File: src/logic/sfp_regs.svh
// Purpose: constants for the scan port fan-out block
// Assumes: included by its bare name
// Notes: sync bank bit positions, reset values, counts
`ifndef SFP_REGS_SVH
`define SFP_REGS_SVH

`define SFP_LOCAL_N 6
`define SFP_SLOT_W 8
`define SFP_SEL_W 7
`define SFP_FLAG_N 5
`define SFP_SY_W 32
`define SFP_SY_TCK 0
`define SFP_SY_TMS 2
`define SFP_SY_TRST 4
`define SFP_SY_TDI 6
`define SFP_SY_PT0 8
`define SFP_SY_PT1 10
`define SFP_SY_MPS 12
`define SFP_SY_SLOT 13
`define SFP_SY_OEN 21
`define SFP_SY_IDLE 22
`define SFP_SY_MASK 23
`define SFP_SY_LTDI 24
`define SFP_SY_LPT0 30
`define SFP_SY_LPT1 31
`define SFP_SY_RST 32'h00000000
`define SFP_TLR_LAST 3'h4
`define SFP_SEL_RST 7'h00
`define SFP_FLAG_RST 5'h1f
`define SFP_SLOT_RST 8'h00

`endif

File: src/logic/sfp_pkg.sv
// Purpose: shared types of the scan port fan-out block
// Assumes: nothing
// Notes: port 00 is bit 0 of the selection vector
package sfp_pkg;
  typedef logic [6:0] sfp_sel_t;
  typedef logic [2:0] sfp_idx_t;
  typedef enum logic [0:0] {
    SFP_TAP_RUN = 1'b0,
    SFP_TAP_TLR = 1'b1
  } sfp_tap_st_t;
endpackage

File: src/logic/sfp_sel_if.sv
// Purpose: carries port selection and its decode between modules
// Assumes: one owner, one decoder
// Notes: purely combinational
`timescale 1ns/1ps
interface sfp_sel_if;
  sfp_pkg::sfp_sel_t sel;
  logic any;
  logic single;
  sfp_pkg::sfp_idx_t idx;
  modport decoder (input sel, output any, output single, output idx);
  modport owner (output sel, input any, input single, input idx);
endinterface

File: src/logic/sfp_sync.sv
// Purpose: two-flop synchroniser bank for pin inputs
// Assumes: inputs asynchronous to clk_sys
// Notes: first stage feeds only the second
`timescale 1ns/1ps
`include "sfp_regs.svh"
module sfp_sync #(
  parameter int WIDTH = `SFP_SY_W
) (
  input wire logic clk_sys,
  input wire logic rstn,
  input wire logic [WIDTH-1:0] d_in,
  output logic [WIDTH-1:0] q_out
);
  logic [WIDTH-1:0] meta_ff;
  logic [WIDTH-1:0] hold_ff;

  always_ff @(posedge clk_sys or negedge rstn) begin
    if (!rstn) begin
      meta_ff <= '0;
      hold_ff <= '0;
    end else begin
      meta_ff <= d_in;
      hold_ff <= meta_ff;
    end
  end

  assign q_out = hold_ff;
endmodule

File: src/logic/sfp_port_sel.sv
// Purpose: decodes the local port selection vector
// Assumes: selection from same-clock logic
// Notes: idx is the lowest selected port
`timescale 1ns/1ps
module sfp_port_sel (
  sfp_sel_if.decoder sif
);
  function automatic logic [2:0] ones(input sfp_pkg::sfp_sel_t v);
    logic [2:0] n;
    n = 3'h0;
    for (int i = 0; i < 7; i++) begin
      n = n + {2'h0, v[i]};
    end
    return n;
  endfunction

  function automatic sfp_pkg::sfp_idx_t low_idx(input sfp_pkg::sfp_sel_t v);
    sfp_pkg::sfp_idx_t r;
    r = 3'h0;
    for (int i = 6; i >= 0; i--) begin
      if (v[i]) begin
        r = 3'(i);
      end
    end
    return r;
  endfunction

  always_comb begin
    sif.any = |sif.sel;
    sif.single = (ones(sif.sel) == 3'h1);
    sif.idx = low_idx(sif.sel);
  end
endmodule

File: src/logic/sfp_fanout.sv
// Purpose: local scan port fan-out and pass-through routing
// Assumes: pins sampled on clk_sys, tck far slower than clk_sys
// Notes: addressing and mode logic outside; selection arrives ready
`timescale 1ns/1ps
`include "sfp_regs.svh"
module sfp_fanout (
  input wire logic clk_sys,
  input wire logic rstn,
  input wire logic [1:0] bp_tck_in,
  output logic [1:0] bp_tck_out,
  output logic [1:0] bp_tck_oe,
  input wire logic [1:0] bp_tms_in,
  output logic [1:0] bp_tms_out,
  output logic [1:0] bp_tms_oe,
  input wire logic [1:0] bp_trst_n_in,
  output logic [1:0] bp_trst_n_out,
  output logic [1:0] bp_trst_n_oe,
  input wire logic [1:0] bp_tdi_in,
  output logic [1:0] bp_tdo_out,
  output logic [1:0] bp_tdo_oe,
  input wire logic [1:0] backplane_passthru_in0,
  input wire logic [1:0] backplane_passthru_in1,
  output logic [1:0] backplane_passthru_out0,
  output logic [1:0] backplane_passthru_out1,
  output logic [1:0] backplane_passthru_oe,
  input wire logic master_port_select,
  input wire logic [`SFP_SLOT_W-1:0] slot_id,
  output logic [`SFP_SLOT_W-1:0] slot_addr,
  input wire logic output_enable_n,
  input wire logic idle_reset_level,
  input wire logic backplane_reset_mask,
  input wire logic [`SFP_SEL_W-1:0] port_select,
  output logic [`SFP_LOCAL_N-1:0] local_tck,
  output logic [`SFP_LOCAL_N-1:0] local_tms,
  output logic [`SFP_LOCAL_N-1:0] local_trst_n,
  output logic [`SFP_LOCAL_N-1:0] local_tdo,
  output logic local_oe,
  input wire logic [`SFP_LOCAL_N-1:0] local_tdi_in,
  output logic [`SFP_FLAG_N-1:0] float_notify_flag,
  input wire logic local_passthru_in0,
  input wire logic local_passthru_in1,
  output logic local_passthru_out0,
  output logic local_passthru_out1,
  output logic local_passthru_oe
);
  // place master value at index m, slave value at the other
  function automatic logic [1:0] by_set(input logic m, input logic mv, input logic sv);
    return m ? {mv, sv} : {sv, mv};
  endfunction

  logic [`SFP_SY_W-1:0] sy_raw;
  logic [`SFP_SY_W-1:0] sy_s;
  logic mps;
  logic [1:0] tck2;
  logic [1:0] tms2;
  logic [1:0] tdi2;
  logic [1:0] pt0_2;
  logic [1:0] pt1_2;
  logic mst_tck;
  logic mst_tms;
  logic mst_tdi;
  logic slv_tdi;
  logic lp_en;
  logic trst_raw;
  logic arst_n;
  logic core_rst_n;
  logic tck_rise;
  logic trst_lvl;
  logic ret_data;
  logic pt_ok;
  logic pt_p0;
  logic pt_p1;
  logic [1:0] rsync_ff;
  logic tck_prev_ff;
  logic [2:0] tms_cnt_ff;
  sfp_pkg::sfp_tap_st_t tap_st_ff;
  sfp_pkg::sfp_sel_t sel_ff;
  logic [1:0] nxt_tdo_oe;
  logic nxt_local_oe;

  sfp_sel_if sif ();

  assign sy_raw = {local_passthru_in1, local_passthru_in0, local_tdi_in,
                   backplane_reset_mask, idle_reset_level, output_enable_n, slot_id,
                   master_port_select, backplane_passthru_in1, backplane_passthru_in0,
                   bp_tdi_in, bp_trst_n_in, bp_tms_in, bp_tck_in};

  sfp_sync #(.WIDTH(`SFP_SY_W)) u_sync (
    .clk_sys(clk_sys),
    .rstn(rstn),
    .d_in(sy_raw),
    .q_out(sy_s)
  );

  sfp_port_sel u_sel (
    .sif(sif)
  );

  assign mps = sy_s[`SFP_SY_MPS];
  assign tck2 = sy_s[`SFP_SY_TCK +: 2];
  assign tms2 = sy_s[`SFP_SY_TMS +: 2];
  assign tdi2 = sy_s[`SFP_SY_TDI +: 2];
  assign pt0_2 = sy_s[`SFP_SY_PT0 +: 2];
  assign pt1_2 = sy_s[`SFP_SY_PT1 +: 2];
  assign mst_tck = tck2[mps];
  assign mst_tms = tms2[mps];
  assign mst_tdi = tdi2[mps];
  assign slv_tdi = tdi2[~mps];
  assign lp_en = ~sy_s[`SFP_SY_OEN];

  // raw master reset, asynchronous
  // unsynchronised pin here on purpose: reset must bite without a clock edge
  assign trst_raw = mps ? bp_trst_n_in[1] : bp_trst_n_in[0];
  // mask lets the master reset be ignored
  assign arst_n = rstn & (trst_raw | sy_s[`SFP_SY_MASK]);

  // release synchronised, assertion immediate
  always_ff @(posedge clk_sys or negedge arst_n) begin
    if (!arst_n) begin
      rsync_ff <= 2'b00;
    end else begin
      rsync_ff <= {rsync_ff[0], 1'b1};
    end
  end
  assign core_rst_n = rsync_ff[1];

  assign sif.sel = sel_ff;

  always_ff @(posedge clk_sys or negedge core_rst_n) begin
    if (!core_rst_n) begin
      sel_ff <= `SFP_SEL_RST;
    end else begin
      sel_ff <= port_select;
    end
  end

  // master clock rising edges time the scan logic
  assign tck_rise = mst_tck & ~tck_prev_ff;

  // tracks whether the local taps sit in test-logic-reset
  always_ff @(posedge clk_sys or negedge core_rst_n) begin
    if (!core_rst_n) begin
      tap_st_ff <= sfp_pkg::SFP_TAP_TLR;
      tms_cnt_ff <= `SFP_TLR_LAST;
    end else if (tck_rise) begin
      case (tap_st_ff)
        sfp_pkg::SFP_TAP_TLR: begin
          if (!mst_tms) begin
            tap_st_ff <= sfp_pkg::SFP_TAP_RUN;
            tms_cnt_ff <= 3'h0;
          end
        end
        sfp_pkg::SFP_TAP_RUN: begin
          if (!mst_tms) begin
            tms_cnt_ff <= 3'h0;
          end else if (tms_cnt_ff == `SFP_TLR_LAST) begin
            tap_st_ff <= sfp_pkg::SFP_TAP_TLR;
          end else begin
            tms_cnt_ff <= tms_cnt_ff + 3'h1;
          end
        end
        default: begin
          tap_st_ff <= sfp_pkg::SFP_TAP_TLR;
        end
      endcase
    end
  end

  // idle level while taps rest in reset
  assign trst_lvl = (tap_st_ff == sfp_pkg::SFP_TAP_TLR) ? sy_s[`SFP_SY_IDLE] : 1'b1;

  // clock path stays on rstn so local clocks keep running through a test reset
  always_ff @(posedge clk_sys or negedge rstn) begin
    if (!rstn) begin
      tck_prev_ff <= 1'b0;
      local_tck <= '0;
      bp_tck_out <= 2'b00;
      bp_tck_oe <= 2'b00;
    end else begin
      tck_prev_ff <= mst_tck;
      local_tck <= {`SFP_LOCAL_N{mst_tck}};
      bp_tck_out <= {2{mst_tck}};
      bp_tck_oe <= by_set(mps, 1'b0, lp_en);
    end
  end

  // return data from the lowest selected port
  always_comb begin
    if (sif.idx == 3'h0) begin
      ret_data = slv_tdi;
    end else begin
      ret_data = sy_s[`SFP_SY_LTDI + 32'(sif.idx) - 1];
    end
    nxt_tdo_oe = by_set(mps, sif.any, lp_en);
    nxt_local_oe = lp_en;
  end

  // six local ports driven from master
  always_ff @(posedge clk_sys or negedge core_rst_n) begin
    if (!core_rst_n) begin
      local_tms <= '0;
      local_tdo <= '1;
      local_trst_n <= '0;
      local_oe <= 1'b0;
      bp_tms_out <= 2'b00;
      bp_tms_oe <= 2'b00;
      bp_trst_n_out <= 2'b00;
      bp_trst_n_oe <= 2'b00;
      bp_tdo_out <= 2'b11;
      bp_tdo_oe <= 2'b00;
    end else begin
      for (int i = 0; i < `SFP_LOCAL_N; i++) begin
        local_tms[i] <= sel_ff[i+1] & mst_tms;
        local_tdo[i] <= sel_ff[i+1] ? mst_tdi : 1'b1;
      end
      // gated reset to every local port
      local_trst_n <= {`SFP_LOCAL_N{trst_lvl}};
      local_oe <= nxt_local_oe;
      bp_tms_out <= {2{sel_ff[0] & mst_tms}};
      bp_tms_oe <= by_set(mps, 1'b0, lp_en);
      bp_trst_n_out <= {2{trst_lvl}};
      bp_trst_n_oe <= by_set(mps, 1'b0, lp_en);
      bp_tdo_out <= by_set(mps, ret_data, sel_ff[0] ? mst_tdi : 1'b1);
      bp_tdo_oe <= nxt_tdo_oe;
    end
  end

  // flags track the same enables as the outputs
  always_ff @(posedge clk_sys or negedge core_rst_n) begin
    if (!core_rst_n) begin
      float_notify_flag <= `SFP_FLAG_RST;
    end else begin
      float_notify_flag <= {{3{~nxt_local_oe}}, ~nxt_tdo_oe};
    end
  end

  // pass-through only on ports 00 and 01
  assign pt_ok = sif.single & (sif.idx <= 3'h1);
  assign pt_p0 = sif.single & (sif.idx == 3'h0);
  assign pt_p1 = sif.single & (sif.idx == 3'h1);

  always_ff @(posedge clk_sys or negedge core_rst_n) begin
    if (!core_rst_n) begin
      backplane_passthru_out0 <= 2'b00;
      backplane_passthru_out1 <= 2'b00;
      backplane_passthru_oe <= 2'b00;
      local_passthru_out0 <= 1'b0;
      local_passthru_out1 <= 1'b0;
      local_passthru_oe <= 1'b0;
    end else begin
      // master outputs from selected port inputs
      backplane_passthru_out0 <= by_set(mps,
        pt_p0 ? pt0_2[~mps] : sy_s[`SFP_SY_LPT0], pt0_2[mps]);
      backplane_passthru_out1 <= by_set(mps,
        pt_p0 ? pt1_2[~mps] : sy_s[`SFP_SY_LPT1], pt1_2[mps]);
      // float both sides unless port 00 or 01 is the one port selected
      // port 00 side driven from master
      backplane_passthru_oe <= by_set(mps, pt_ok, pt_p0);
      // port 01 outputs from master inputs
      local_passthru_out0 <= pt0_2[mps];
      local_passthru_out1 <= pt1_2[mps];
      local_passthru_oe <= pt_p1;
    end
  end

  always_ff @(posedge clk_sys or negedge rstn) begin
    if (!rstn) begin
      slot_addr <= `SFP_SLOT_RST;
    end else begin
      slot_addr <= sy_s[`SFP_SY_SLOT +: `SFP_SLOT_W];
    end
  end
endmodule

File: config.mk
export PLATFORM = sky130hd
export DESIGN_NAME = sfp_fanout
export DESIGN_NICKNAME = d
export VERILOG_FILES = /design/src/logic/sfp_pkg.sv /design/src/logic/sfp_sel_if.sv /design/src/logic/sfp_sync.sv /design/src/logic/sfp_port_sel.sv /design/src/logic/sfp_fanout.sv
export VERILOG_INCLUDE_DIRS = /design/src /design/src/logic
export SDC_FILE = /design/constraint.sdc
export NUM_CORES = 1
export LEC_CHECK = 0
export ABC_AREA = 0
export BUFFER_PORTS_ARGS = -buffer_cell sky130_fd_sc_hd__buf_4
export CORE_MARGIN = 5
export CORE_UTILIZATION = 55
export CTS_BUF_LIST = sky130_fd_sc_hd__clkbuf_8
export DETAILED_ROUTE_END_ITERATION = 6
export PLACE_DENSITY = 0.93
export SYNTH_ARGS = -nofsm -noshare
export SYNTH_HDL_FRONTEND = slang
export SYNTH_SLANG_ARGS = --single-unit
File: constraint.sdc
create_clock -name clk_sys -period 3.32 [get_ports clk_sys]
set_input_delay 0.332 -clock clk_sys [delete_from_list [all_inputs] [get_ports clk_sys]]
set_output_delay 0.332 -clock clk_sys [all_outputs]
set_load 0.02 [all_outputs]
==> Yosys cells after proc, flatten, opt, wreduce, memory -nomap -nowiden <==
Index checks and enable logic that the tools add are counted.
{ "op_classes": {"div": 0, "n_reduce_logical": 3, "n_mux": 51, "n_bitwise": 18, "n_shift": 0, "n_mul": 0, "n_eq_ne": 5, "magnitude_cmp": 4, "add_sub_neg": 9} }
{ "ops": {"columns": ["cell", "count"], "rows": [
  ["$lt A32 B6 Y1 const B", 1],
  ["$mux W1", 32],
  ["$mux W3", 10],
  ["$add A3 B1 Y3", 5],
  ["$and A1 B1 Y1", 12],
  ["$mux W2", 6],
  ["$reduce_or A7 Y1", 1],
  ["$sub A6 B1 Y7 const B", 1],
  ["$add A5 B3 Y6 const A", 1],
  ["$eq A3 B1 Y1 const B", 2],
  ["$pmux W3 S2", 1],
  ["$bmux W1 S5", 1],
  ["$lt A1 B2 Y1 const B", 2],
  ["$not A1 Y1", 4],
  ["$add A3 B1 Y3 const B", 1],
  ["$eq A3 B3 Y1 const B", 1],
  ["$le A3 B1 Y1 const B", 1],
  ["$logic_not A3 Y1", 1],
  ["$ne A3 B3 Y1 const B", 1],
  ["$reduce_and A3 Y1", 1],
  ["$add A1 B1 Y2", 1],
  ["$ne A2 B2 Y1 const B", 1],
  ["$not A2 Y2", 1],
  ["$pmux W1 S2", 1],
  ["$or A1 B1 Y1", 1]
]} }
{ "word_totals": {"in_bits": 41, "output_inout_bits": 63, "latch_bits": 0, "memories": 0, "ff_bits": 124, "ram_bits": 0, "mem_bits_ro": 0} }

==> Depth between registers and ports, before layout <==
Gate-level depths: netlist of run 1.
{ "depth": {"word_depth": 13, "depth_mapped": 13, "mapped_depth_nobuf": 13} }

==> Cells and area by module <==
Synthesis of run 1 repeated with hierarchy kept, for this count alone.
{ "hier_totals": {"hier_cells": 257, "area_unflattened_um2": 4035.1} }
{ "by_module_without_submodules": {"columns": ["module", "cells_each", "seq_area_each_um2", "n_inst", "area_per_inst_um2"], "rows": [
  ["sfp_fanout", 170, 1442.6, 1, 2238.4],
  ["sfp_sync", 64, 1601.5, 1, 1601.5],
  ["sfp_port_sel", 23, 0.0, 1, 195.2]
]} }

==> Least setup slack after synthesis of run 1 <==
OpenSTA, ideal clock, no wires.
{ "synth_path": {"path_kind": "register to register", "start": "register sel_ff[0]", "end": "register backplane_passthru_out0[1]", "required_ps": 3195, "stages_incl_launch_ff": 14, "setup_time_ps": 125, "path_slack_ps": -137, "t_arrival_ps": 3332, "synth_period_minus_slack_ps": 3457, "path_cell_list": "dfrtp_1 -> inv_1 -> ha_1 -> inv_1 -> fa_1 -> fa_1 -> inv_1 -> ha_1 -> fa_1 -> xor2_1 -> nor3b_1 -> nand3_1 -> nand2_1 -> mux2_2"} }
{ "synth_between": {"elab_chain_len": 10, "word_cells_on_any_way": 12, "classes_between": "6 x add/sub; 1 x eq/ne; 3 x mux; 1 x bitwise; 1 x reduce/logical"} }
{ "synth_rtl": {"columns": ["element", "line", "source"], "rows": [
  ["from (decl)", "sfp_fanout.sv:77", "sfp_pkg::sfp_sel_t sel_ff;"],
  ["from (signal assigned)", "sfp_fanout.sv:131", "sel_ff <= `SFP_SEL_RST;"],
  ["from (signal assigned)", "sfp_fanout.sv:133", "sel_ff <= port_select;"],
  ["$add A1 B1 Y2", "sfp_port_sel.sv:12", "n = n + {2'h0, v[i]};"],
  ["$add A3 B1 Y3 (5 in series)", "sfp_port_sel.sv:12", null],
  ["$eq A3 B1 Y1", "sfp_port_sel.sv:30", "sif.single = (ones(sif.sel) == 3'h1);"],
  ["$and A1 B1 Y1 *", "sfp_fanout.sv:239", "assign pt_p0 = sif.single & (sif.idx == 3'h0);"],
  ["$mux W1 *", "sfp_fanout.sv:253", "pt_p0 ? pt0_2[~mps] : sy_s[`SFP_SY_LPT0], pt0_2[mps]);"],
  ["$mux W2 *", "sfp_fanout.sv:48", "return m ? {mv, sv} : {sv, mv};"],
  ["to (signal assigned)", "sfp_fanout.sv:252", "backplane_passthru_out0 <= by_set(mps,"],
  ["to (decl)", "sfp_fanout.sv:23", "output logic [1:0] backplane_passthru_out0,"]
]} }
Mark *: on every way between the ends. The rest lies on a longest branch, timed or not.
A chain may end at the register's enable or synchronous reset.

==> Worst setup path after layout of run 1 <==
Same ends and word-level chain as after synthesis.

==> results.ini, run 1 <==
[finish]
final_common_cell = buf_4
final_cell_mix = buf_4 (115), dfrtp_1 (102), dlygate4sd3_1 (38)
fillCellCount = 386
area_growth_pct = 39.6
fin_cells = 520
nNetsFinal = 461
drive_above_1_share_pct = 44.9
antenna_cells = 0

[sta]
relSlewSlack_pct = 36.8
worst-slew-pin-transition_ns = 0.948
clock.fmax_mhz = 290
final.period_utilization_pct = 104
rsz0062_at_grt = true
hold_violations = 0
setup_viol_count_final = 5
post-route-min-period_ns = 3.45
fin_skew_ns = 0.0114
setup_ws_ns = -0.132
final_max_slew_viol_count = 0

[worst_hold_path]
hold_path.class = input port to async pin

[logic_synthesis]
ys_types = 44
syn_area_mm2 = 0.00400
ys_ff_latch = 117
synth_top_area_cell = dfrtp_1
synth.avg_cell_area_um2 = 15.4
synth_area_leaders = dfrtp_1 (65%), dfstp_2 (8.5%), buf_4 (3.9%), ha_1 (2.8%), mux2_2 (2.3%)
postSynthCellCount = 260
synth_top_area_share_pct = 65.0
synth_nets = 313
synthFlopType = dfrtp_1
ys_seq_area_share_pct = 73.5
async_reset_ff_share_pct = 100
synth_edf_count = 0
yosys_warnings = 0

[placement]
placed_cells = 445
io_buffers = 103
dp_slack_ns = -0.0537
routabilityCongestion = 0.836
post-dp-hpwl_mm = 4.94

[job]
maxCapViolCount = 0

[critical_path]
slowest_delay_ns = 0.50
slowest_stage = fa_1
reg2reg_from = sel_ff[0]
rr_worst_depth = 13
endpoint_kind = flip-flop
r2r_slack_ns = -0.13
critPathMaxFanout = 3
rr_endpoint = backplane_passthru_out0[1]
cp_data_required_time_ns = 3.63
start_kind = flip-flop
crit_chain = inv_2 -> ha_4 -> inv_2 -> fa_1 -> fa_1 -> inv_1 -> ha_2 -> fa_2 -> xor2_2 -> nor3b_2 -> nand3_1 -> nand2_2 -> mux2_4
worstSetupPathType = flip-flop to flip-flop
arrival_ns = 3.76

[routing]
vias_per_cell = 4.90
postRouteWirelength_mm = 9.14
ant_nets = 0
drc = 0
vias = 2546
wl_per_cell_um = 17.6
drtPass1Iterations = 6
drt-initial-drc-count = 105

[global_routing]
grt_max_degree = 73
grt_overflow = 0
track_usage_pct = 19.9
first_global_vias = 2609
grt_antenna_before_repair = 0
grt_pass1_wl_mm = 13.0

[power]
p_leak_uw = 0.00268
ir_drop_v = 0.000434
power_density_mw_per_mm2 = 579
design_power_total_uw = 3230

[cts]
clk_latency_ns = 0.43
clock-sinks = 117
cts_root_buf = clkbuf_8
cts-htree-levels = 4
cts_made_buffers = 17
cts_buffer_depth = 2
path_clk_slew_ns = 0.08
cts_tree = yes

[floorplan]
rows = 31
die_w_um = 95.3
initial_utilization_pct = 55.8
io_pins = 104
core_mm2 = 0.00718
die_h_um = 95.3
die-area_mm2 = 0.00909

[status]
violations = setup timing
status = complete, but fails checks

[power by group]
| part | internal (µW) | leakage, µW | switching (µW) |
|---|---|---|---|
| Combinational | 233 | 0.00113 | 248 |
| Clock | 532 | 0.000182 | 627 |
| Sequential | 1530 | 0.00136 | 64.4 |
[layout make-up]
class | instances | area [µm²] | area share (%)
well taps | 99 | 124 | 2.22
clock buffers | 17 | 234 | 4.19
flip-flops and latches | 117 | 2950 | 52.7
clock inverters | 15 | 123 | 2.19
repair buffers | 153 | 1240 | 22.3
multi-input cells | 102 | 855 | 15.3
inverters | 17 | 63.8 | 1.14
[kinds of logic (layout without fill, tap and decap cells)]
| group | Yosys count | after routing | share of synthesized area, % |
|---|---|---|---|
| other | 1 | 1 | 0.0937 |
| DFF | 117 | 117 | 73.5 |
| buffers and inverters | 41 | 202 | 6.19 |
| AOI/OAI and AO/OA | 25 | 25 | 4.81 |
| muxes | 14 | 14 | 4.78 |
| adders and majority gates | 12 | 12 | 4.31 |
| and+or+nand+nor | 49 | 49 | 6.06 |
| xor gates and xnor gates | 1 | 1 | 0.219 |
[worst max-delay path, delay by kind of cell, from the launching register on]
kind | cells | cell delay (ns)
adders and majority gates | 5 | 1.78
and+or+nand+nor | 3 | 0.52
DFF | 1 | 0.38
muxes | 1 | 0.31
xor gates and xnor gates | 1 | 0.20
buffers and inverters | 3 | 0.16
[through the flow]
step | hold WS (ns) | TNS, ns | utilization (%) | cell area, µm²
floorplan | 0.0364 | 0 | - | 4010
global placement | 0.149 | 0 | 66.6 | 4780
detailed placement | 0.160 | -0.0946 | 66.6 | 4780
CTS | 0.000410 | -0.0622 | 76.0 | 5450
global route | 0.000492 | -1.02 | 77.9 | 5590
finish | 0.0132 | -0.430 | 77.9 | 5590
[synthesized netlist by cell type, types with 2 or more instances]
| library cell | count |
|---|---|
| buf_6 | 2 |
| mux4_2 | 2 |
| o31ai_1 | 4 |
| dfrtp_1 | 104 |
| nor2_1 | 11 |
| dfstp_2 | 13 |
| mux2_2 | 8 |
| o21ai_0 | 4 |
| nor2b_1 | 2 |
| a21oi_1 | 5 |
| a211oi_1 | 2 |
| or3_1 | 2 |
| nand2_1 | 16 |
| inv_1 | 16 |
| nor3_1 | 2 |
| ha_1 | 9 |
| buf_4 | 21 |
| o21a_1 | 3 |
| nand3_1 | 4 |
| fa_1 | 3 |
| nand2b_1 | 2 |
| mux2i_1 | 3 |
[layer usage]
metal / GRT usage, % / vias up / wire (µm)
met5: 0 / - / 0
li1: - / 1134 / -
met1: 21.5 / 1276 / 3200
met2: 34.7 / 108 / 5150
met3: 8.13 / 28 / 540
met4: 8.17 / 0 / 250
[state kept, by name (all words and copies together), names as in the netlist, 3 cells and up]
signal and flops:
local_tms 6, u_sync.q_out 30, sel_ff 7, local_tdo 6, slot_addr 8, u_sync.meta_ff 30
tms_cnt_ff 3, float_notify_flag 3
[repair_timing]
item | 4_1_cts | 5_1_grt
hold endpoints to repair | 26 | 12
pin swaps | 2 | 3
hold buffers | 26 | 12
setup endpoints to repair | 4 | 6
gates resized for setup | 8 | 1
buffers inserted | 3 | 2
[worst max path at each step]
stage	start	to	slack, ns	cells after the start
final	sel_ff[0]	backplane_passthru_out0[1]	-0.13	13
after global routing	sel_ff[0]	backplane_passthru_out0[1]	-0.22	13
after CTS	sel_ff[1]	backplane_passthru_out0[1]	-0.03	13
after detailed placement	sel_ff[0]	backplane_passthru_out0[1]	-0.05	13
after global placement	sel_ff[0]	backplane_passthru_out0[1]	0.03	13
after floorplan	sel_ff[1]	backplane_passthru_out0[1]	0.03	13
(Power assumes the default switching activity.)
==> inputs of run 2 (changes only) <==
PLACE_DENSITY = 0.92   (was 0.93)
==> run 2 against run 1 <==
Against the previous run:
- the flow still finishes with violations (setup timing)
- largest power group unchanged
- total power rose by 3.6%
- critical endpoint is now backplane_passthru_out0[0]
- cell area rose by 1.1%
- count of clock-buffer cells in the layout rose by 3
- worst hold slack got worse by 0.011 ns
- critical path type unchanged
- critical path depth did not move
- sequential power barely moved
- register-to-register slack got worse by 0.03 ns
==> results.ini, run 2 (synthesis results as in run 1) <==
[status]
status = complete, but fails checks
violations = setup timing

[sta]
final.period_utilization_pct = 105  ; +0.76 points
rsz0062_at_grt = true
fin_skew_ns = 0.0112  ; -0.000231 ns
worst-slew-pin-transition_ns = 0.903  ; -0.0447 ns
clock.fmax_mhz = 288  ; -0.73%
hold_violations = 0  ; unchanged
final_max_slew_viol_count = 0  ; unchanged
setup_viol_count_final = 5  ; unchanged
setup_ws_ns = -0.157  ; -0.0253 ns
post-route-min-period_ns = 3.48  ; +0.0253 ns
relSlewSlack_pct = 39.8  ; +3.0 points

[power]
comb_power_share_pct = 14.3  ; -0.6 points
p_leak_uw = 0.00269  ; +0.50%
p_sw_uw = 863  ; -8.1%
ir_drop_v = 0.000510  ; +17%
clkPwrFrac_pct = 38.2  ; +2.4 points
power_density_mw_per_mm2 = 593  ; +2.5%
p_seq_share_pct = 47.6  ; -1.7 points
p_sw_share_pct = 25.8  ; -3.3 points
intPower_uw = 2490  ; +8.4%

[finish]
final_core_util_pct = 78.8  ; +0.87 points
drive_above_1_share_pct = 44.7  ; -0.24 points
final_common_cell = buf_4
nNetsFinal = 462  ; +0.22%
final_cell_mix = buf_4 (116), dfrtp_1 (102), dlygate4sd3_1 (38)
area_growth_pct = 41.2
antenna_cells = 0  ; unchanged
final_cell_area_mm2 = 0.00565  ; +1.1%
fin_cells = 520  ; unchanged

[cts]
path_clk_slew_ns = 0.07  ; about the same
cts_root_buf = clkbuf_8
cts_made_buffers = 17  ; unchanged
cts_buffer_depth = 2  ; unchanged
clock-sinks = 117  ; unchanged
cts-htree-levels = 4  ; unchanged
cts_tree = yes
clk_latency_ns = 0.42  ; about the same

[critical_path]
start_kind = flip-flop
reg2reg_from = sel_ff[1]
path_delay_family = adder cells
path_buf_inv = 4  ; +1
arrival_ns = 3.78  ; +0.02 ns
slowest_delay_ns = 0.50  ; about the same
critPathMaxFanout = 3  ; unchanged
r2r_slack_ns = -0.16  ; -0.03 ns
crit_chain = inv_2 -> ha_4 -> inv_2 -> fa_1 -> fa_1 -> inv_1 -> ha_2 -> fa_2 -> xor2_1 -> nor3b_2 -> buf_4 -> a31oi_4 -> mux2_4
worstSetupPathType = flip-flop to flip-flop
slowest_stage = fa_1
cp_data_required_time_ns = 3.62  ; about the same
critPathLaunch = sel_ff[1]
endpoint_kind = flip-flop

[global_routing]
grt_pass1_wl_mm = 13.3  ; +2.4%
first_global_vias = 2659  ; +1.9%
grt_max_degree = 73  ; unchanged
grt_antenna_before_repair = 0  ; unchanged
grt_overflow = 0  ; unchanged
track_usage_pct = 20.4  ; +0.46 points

[placement]
routabilityCongestion = 0.821  ; -1.8%
io_buffers = 103  ; unchanged
placed_cells = 445  ; unchanged
post-dp-hpwl_mm = 5.07  ; +2.6%
dpl-instance-area_mm2 = 0.00478  ; unchanged

[routing]
drtPass1Iterations = 4  ; -2
drc = 0  ; unchanged
vias = 2518  ; -1.1%
wl_per_cell_um = 16.3  ; -7.4%
drt-initial-drc-count = 161  ; +53%
vias_per_cell = 4.84  ; -1.1%
postRouteWirelength_mm = 8.47  ; -7.4%
ant_nets = 0  ; unchanged

[worst_hold_path]
hold_path.class = input port to async pin

[floorplan]
die_w_um = 95.3  ; unchanged
initial_utilization_pct = 55.8  ; unchanged
rows = 31  ; unchanged
core_mm2 = 0.00718  ; unchanged
io_pins = 104  ; unchanged
die-area_mm2 = 0.00909  ; unchanged
die_h_um = 95.3  ; unchanged

[job]
maxCapViolCount = 0  ; unchanged

run 2: cell count changes in the layout (fill, tap and decap cells not counted), sizes merged:
cell	change
inv	-6
clkinv	-5
clkinvlp	+5
clkbuf	+3
bufinv	+2
buf	+1
run 2: stage by stage:
| step | total power, µW | setup slack (ns) | hold WS (ns) | setup TNS (ns) |
|---|---|---|---|---|
| floorplan | 1840 | 0.0281 | 0.0364 | 0 |
| global placement | 2000 | 0.0309 | 0.158 | 0 |
| detailed placement | 2020 | -0.0862 | 0.171 | -0.168 |
| CTS | 3340 | -0.0783 | 0.000530 | -0.216 |
| global route | 3500 | -0.212 | 0.00353 | -0.854 |
| finish | 3350 | -0.157 | 0.00195 | -0.536 |
run 2: final timing paths:
check,end,cells after the start
worst min register to register,rsync_ff[1],1
max in group asynchronous,rsync_ff[1],3
worst max-delay path,backplane_passthru_out0[0],13
worst min-delay path,u_sync.meta_ff[22],1
worst max register to register,backplane_passthru_out0[0],13
min in group clk_sys,u_sync.meta_ff[22],1
run 2: per-layer routing:
layer	share of wire (%)	up-vias	wire length [µm]	global-route usage (%)
met5	0	-	0	0
met1	36	1250	3080	22.4
li1	-	1136	-	-
met4	2.2	0	188	8.65
met2	55	112	4630	35.6
met3	6.8	20	572	7.34
run 2: what timing repair did:
action	4_1_cts	5_1_grt
setup buffers	2	4
endpoints found under the setup margin	4	6
gates resized for setup	7	3
pin swaps	5	5
endpoints found under the hold margin	34	4
hold buffers	34	4
run 2: layout make-up:
type                            instances  area, µm²
Multi-Input combinational cell        102        863
Fill cell                             385       1520
Clock inverter                         11        128
Sequential cell                       117       2950
Clock buffer                           20        275
Tap cell                               99        124
Timing Repair Buffer                  154       1250
Inverter                               17       63.8
run 2: power groups by stage:
stage	logic (µW)	clock network, µW	registers [µW]
3_5_place_dp	408	0	1620
3_3_place_gp	389	0	1610
6_report	479	1280	1590
5_1_grt	512	1380	1600
2_1_floorplan	192	0	1650
4_1_cts	450	1300	1590
run 2: worst reg2reg max path, stage by stage, from the launching register on:
cell and delay (ns):
dfrtp_1 0.38, inv_2 0.07, ha_4 0.27, inv_2 0.04, fa_1 0.47, fa_1 0.50, inv_1 0.05, ha_2 0.17
fa_2 0.33, xor2_1 0.15, nor3b_2 0.30, buf_4 0.18, a31oi_4 0.10, mux2_4 0.34
==> inputs of run 3 (changes only) <==
CORE_MARGIN = not set   (was 5)
SETUP_SLACK_MARGIN = 0.2   (was not set)
==> run 3 against run 2 <==
Against the previous run:
- count of clock-buffer cells in the layout is 3 lower
- first-iteration DRC count down 35%
- routed wire length is 14% lower
- global-route usage grew 1.9 points
- the flow now finishes without violations
- combinational power is 3% lower
- register-to-register slack better by 0.20 ns
- clock power about the same
- sequential share of layout area rose by 0.21 points
- via count decreased by 3.3%
- sequential cell count is the same
==> results.ini, run 3 (synthesis results as in run 1) <==
[cts]
clk_latency_ns = 0.42  ; about the same
cts-htree-levels = 4  ; unchanged
cts_tree = yes
clock-sinks = 117  ; unchanged
cts_root_buf = clkbuf_8
cts_buffer_depth = 2  ; unchanged
path_clk_slew_ns = 0.08  ; about the same
cts_made_buffers = 17  ; unchanged

[power]
ir_drop_v = 0.000449  ; -12%
p_leak_uw = 0.00268  ; -0.59%
design_power_total_uw = 3340  ; -0.36%
power_density_mw_per_mm2 = 593  ; about the same

[sta]
fin_skew_ns = 0.00889  ; -0.00230 ns
clock.fmax_mhz = 305  ; +6.1%
final.period_utilization_pct = 98.7  ; -6.0 points
setup_tns_ns = 0  ; +0.536 ns
final_max_slew_viol_count = 0  ; unchanged
hold_violations = 0  ; unchanged
post-route-min-period_ns = 3.28  ; -0.199 ns
setup_viol_count_final = 0  ; -5
rsz0062_at_grt = true
worst-slew-pin-transition_ns = 0.908  ; +0.00517 ns
relSlewSlack_pct = 39.4  ; -0.34 points
holdWs_ns = 0.0102  ; +0.00825 ns

[status]
status = complete, no violations

[critical_path]
worstSetupPathType = flip-flop to flip-flop
critPathMaxFanout = 2  ; -1
r2r_slack_ns = 0.04  ; +0.20 ns
critPathLaunch = sel_ff[1]
reg2reg_from = sel_ff[1]
rr_worst_depth = 13  ; unchanged
slowest_stage = fa_1
slowest_delay_ns = 0.50  ; about the same
cp_data_required_time_ns = 3.63  ; about the same
crit_end = backplane_passthru_out1[1]
start_kind = flip-flop
rr_endpoint = backplane_passthru_out1[1]
arrival_ns = 3.59  ; -0.19 ns
endpoint_kind = flip-flop
crit_chain = inv_2 -> ha_4 -> inv_2 -> fa_1 -> fa_1 -> inv_1 -> ha_2 -> fa_2 -> xor2_1 -> nor3b_2 -> nand3_1 -> nand2_2 -> mux2_2

[routing]
vias = 2435  ; -3.3%
drc = 0  ; unchanged
drt-initial-drc-count = 105  ; -35%
ant_nets = 0  ; unchanged
drtPass1Iterations = 5  ; +1
postRouteWirelength_mm = 7.32  ; -14%
wl_per_cell_um = 14.2  ; -13%
vias_per_cell = 4.72  ; -2.5%

[placement]
placed_cells = 442  ; -0.67%
routabilityCongestion = 0.846  ; +3.1%
post-dp-hpwl_mm = 4.59  ; -9.6%
io_buffers = 103  ; unchanged
dpl-instance-area_mm2 = 0.00479  ; +0.24%

[finish]
final_common_cell = buf_4
drive_above_1_share_pct = 44.3  ; -0.37 points
antenna_cells = 0  ; unchanged
area_growth_pct = 40.6
final_cell_area_mm2 = 0.00563  ; -0.40%
final_cell_mix = buf_4 (113), dfrtp_1 (102), dlygate4sd3_1 (39)
fin_cells = 516  ; -0.77%
nNetsFinal = 460  ; -0.43%
fillCellCount = 384  ; -0.26%

[floorplan]
die-area_mm2 = 0.00762  ; -16%
rows = 30  ; -3.2%
initial_utilization_pct = 58.0  ; +2.2 points
die_h_um = 87.3  ; -8.4%
die_w_um = 87.3  ; -8.4%
io_pins = 104  ; unchanged
core_mm2 = 0.00691  ; -3.7%

[job]
maxCapViolCount = 0  ; unchanged

[global_routing]
grt_overflow = 0  ; unchanged
grt_max_degree = 73  ; unchanged
grt_pass1_wl_mm = 12.0  ; -10%
first_global_vias = 2547  ; -4.2%
grt_antenna_before_repair = 0  ; unchanged
track_usage_pct = 22.3  ; +1.9 points

[worst_hold_path]
hold_path.class = input port to async pin

[run 3: changes by cell type in the layout (fill, tap and decap cells not counted), sizes merged]
| cell | change |
|---|---|
| buf | -3 |
| clkinv | -1 |
| inv | +6 |
| clkinvlp | -1 |
| dlygate4sd3 | +1 |
| clkbuf | -3 |
[run 3: cell type report]
type                            instances  area [µm²]  share of cell area (%)
Tap cell                               96         120                    2.13
Multi-Input combinational cell        102         856                    15.2
Clock inverter                         15         170                    3.02
Clock buffer                           17         234                    4.16
Timing Repair Buffer                  152        1240                    22.0
Inverter                               17        63.8                    1.13
Sequential cell                       117        2950                    52.3
[run 3: how the worst min path moves through the flow]
stage / cells after the start / endpoint / slack, ns
detailed placement: 1 / rsync_ff[0] / 0.17
global placement: 1 / rsync_ff[0] / 0.16
global route: 1 / u_sync.q_out[16] / 0.05
floorplan: 0 / bp_tck_oe[0] / 0.04
finish: 1 / u_sync.meta_ff[16] / 0.01
CTS: 1 / u_sync.q_out[16] / 0.01
[run 3: worst max-delay path, delay by kind of cell, from the launching register on]
kind                       cells  cell delay, ns
xor gates and xnor gates       1            0.17
adders and majority gates      5            1.72
buffers and inverters          3            0.13
DFF                            1            0.37
muxes                          1            0.33
and+or+nand+nor                3            0.45
[run 3: power breakdown]
group	switching (µW)	total [µW]	leakage, µW	internal [µW]
Sequential	54.0	1580	0.00136	1530
Clock	608	1290	0.000188	684
Combinational	237	465	0.00113	228
Total	898	3340	0.00268	2440
[run 3: repair_timing]
item,CTS,global route
endpoints found under the hold margin,39,0
gates resized for setup,4,1
pin swaps,1,2
hold buffers,39,0
setup endpoints to repair,5,7
buffers inserted,2,1
[run 3: layer usage]
metal	track usage, %	wire, µm	share of wire (%)
met2	38.4	4050	55
met1	23.6	2720	37
met5	0	0	0
met4	10.9	133	1.8
met3	9.10	423	5.8
[run 3: stage by stage]
step,worst slack [ns],util (%)
floorplan,0.0575,-
global placement,0.0787,69.4
detailed placement,0.00632,69.4
CTS,0.0672,81.3
global route,-0.108,81.5
finish,0.0418,81.5
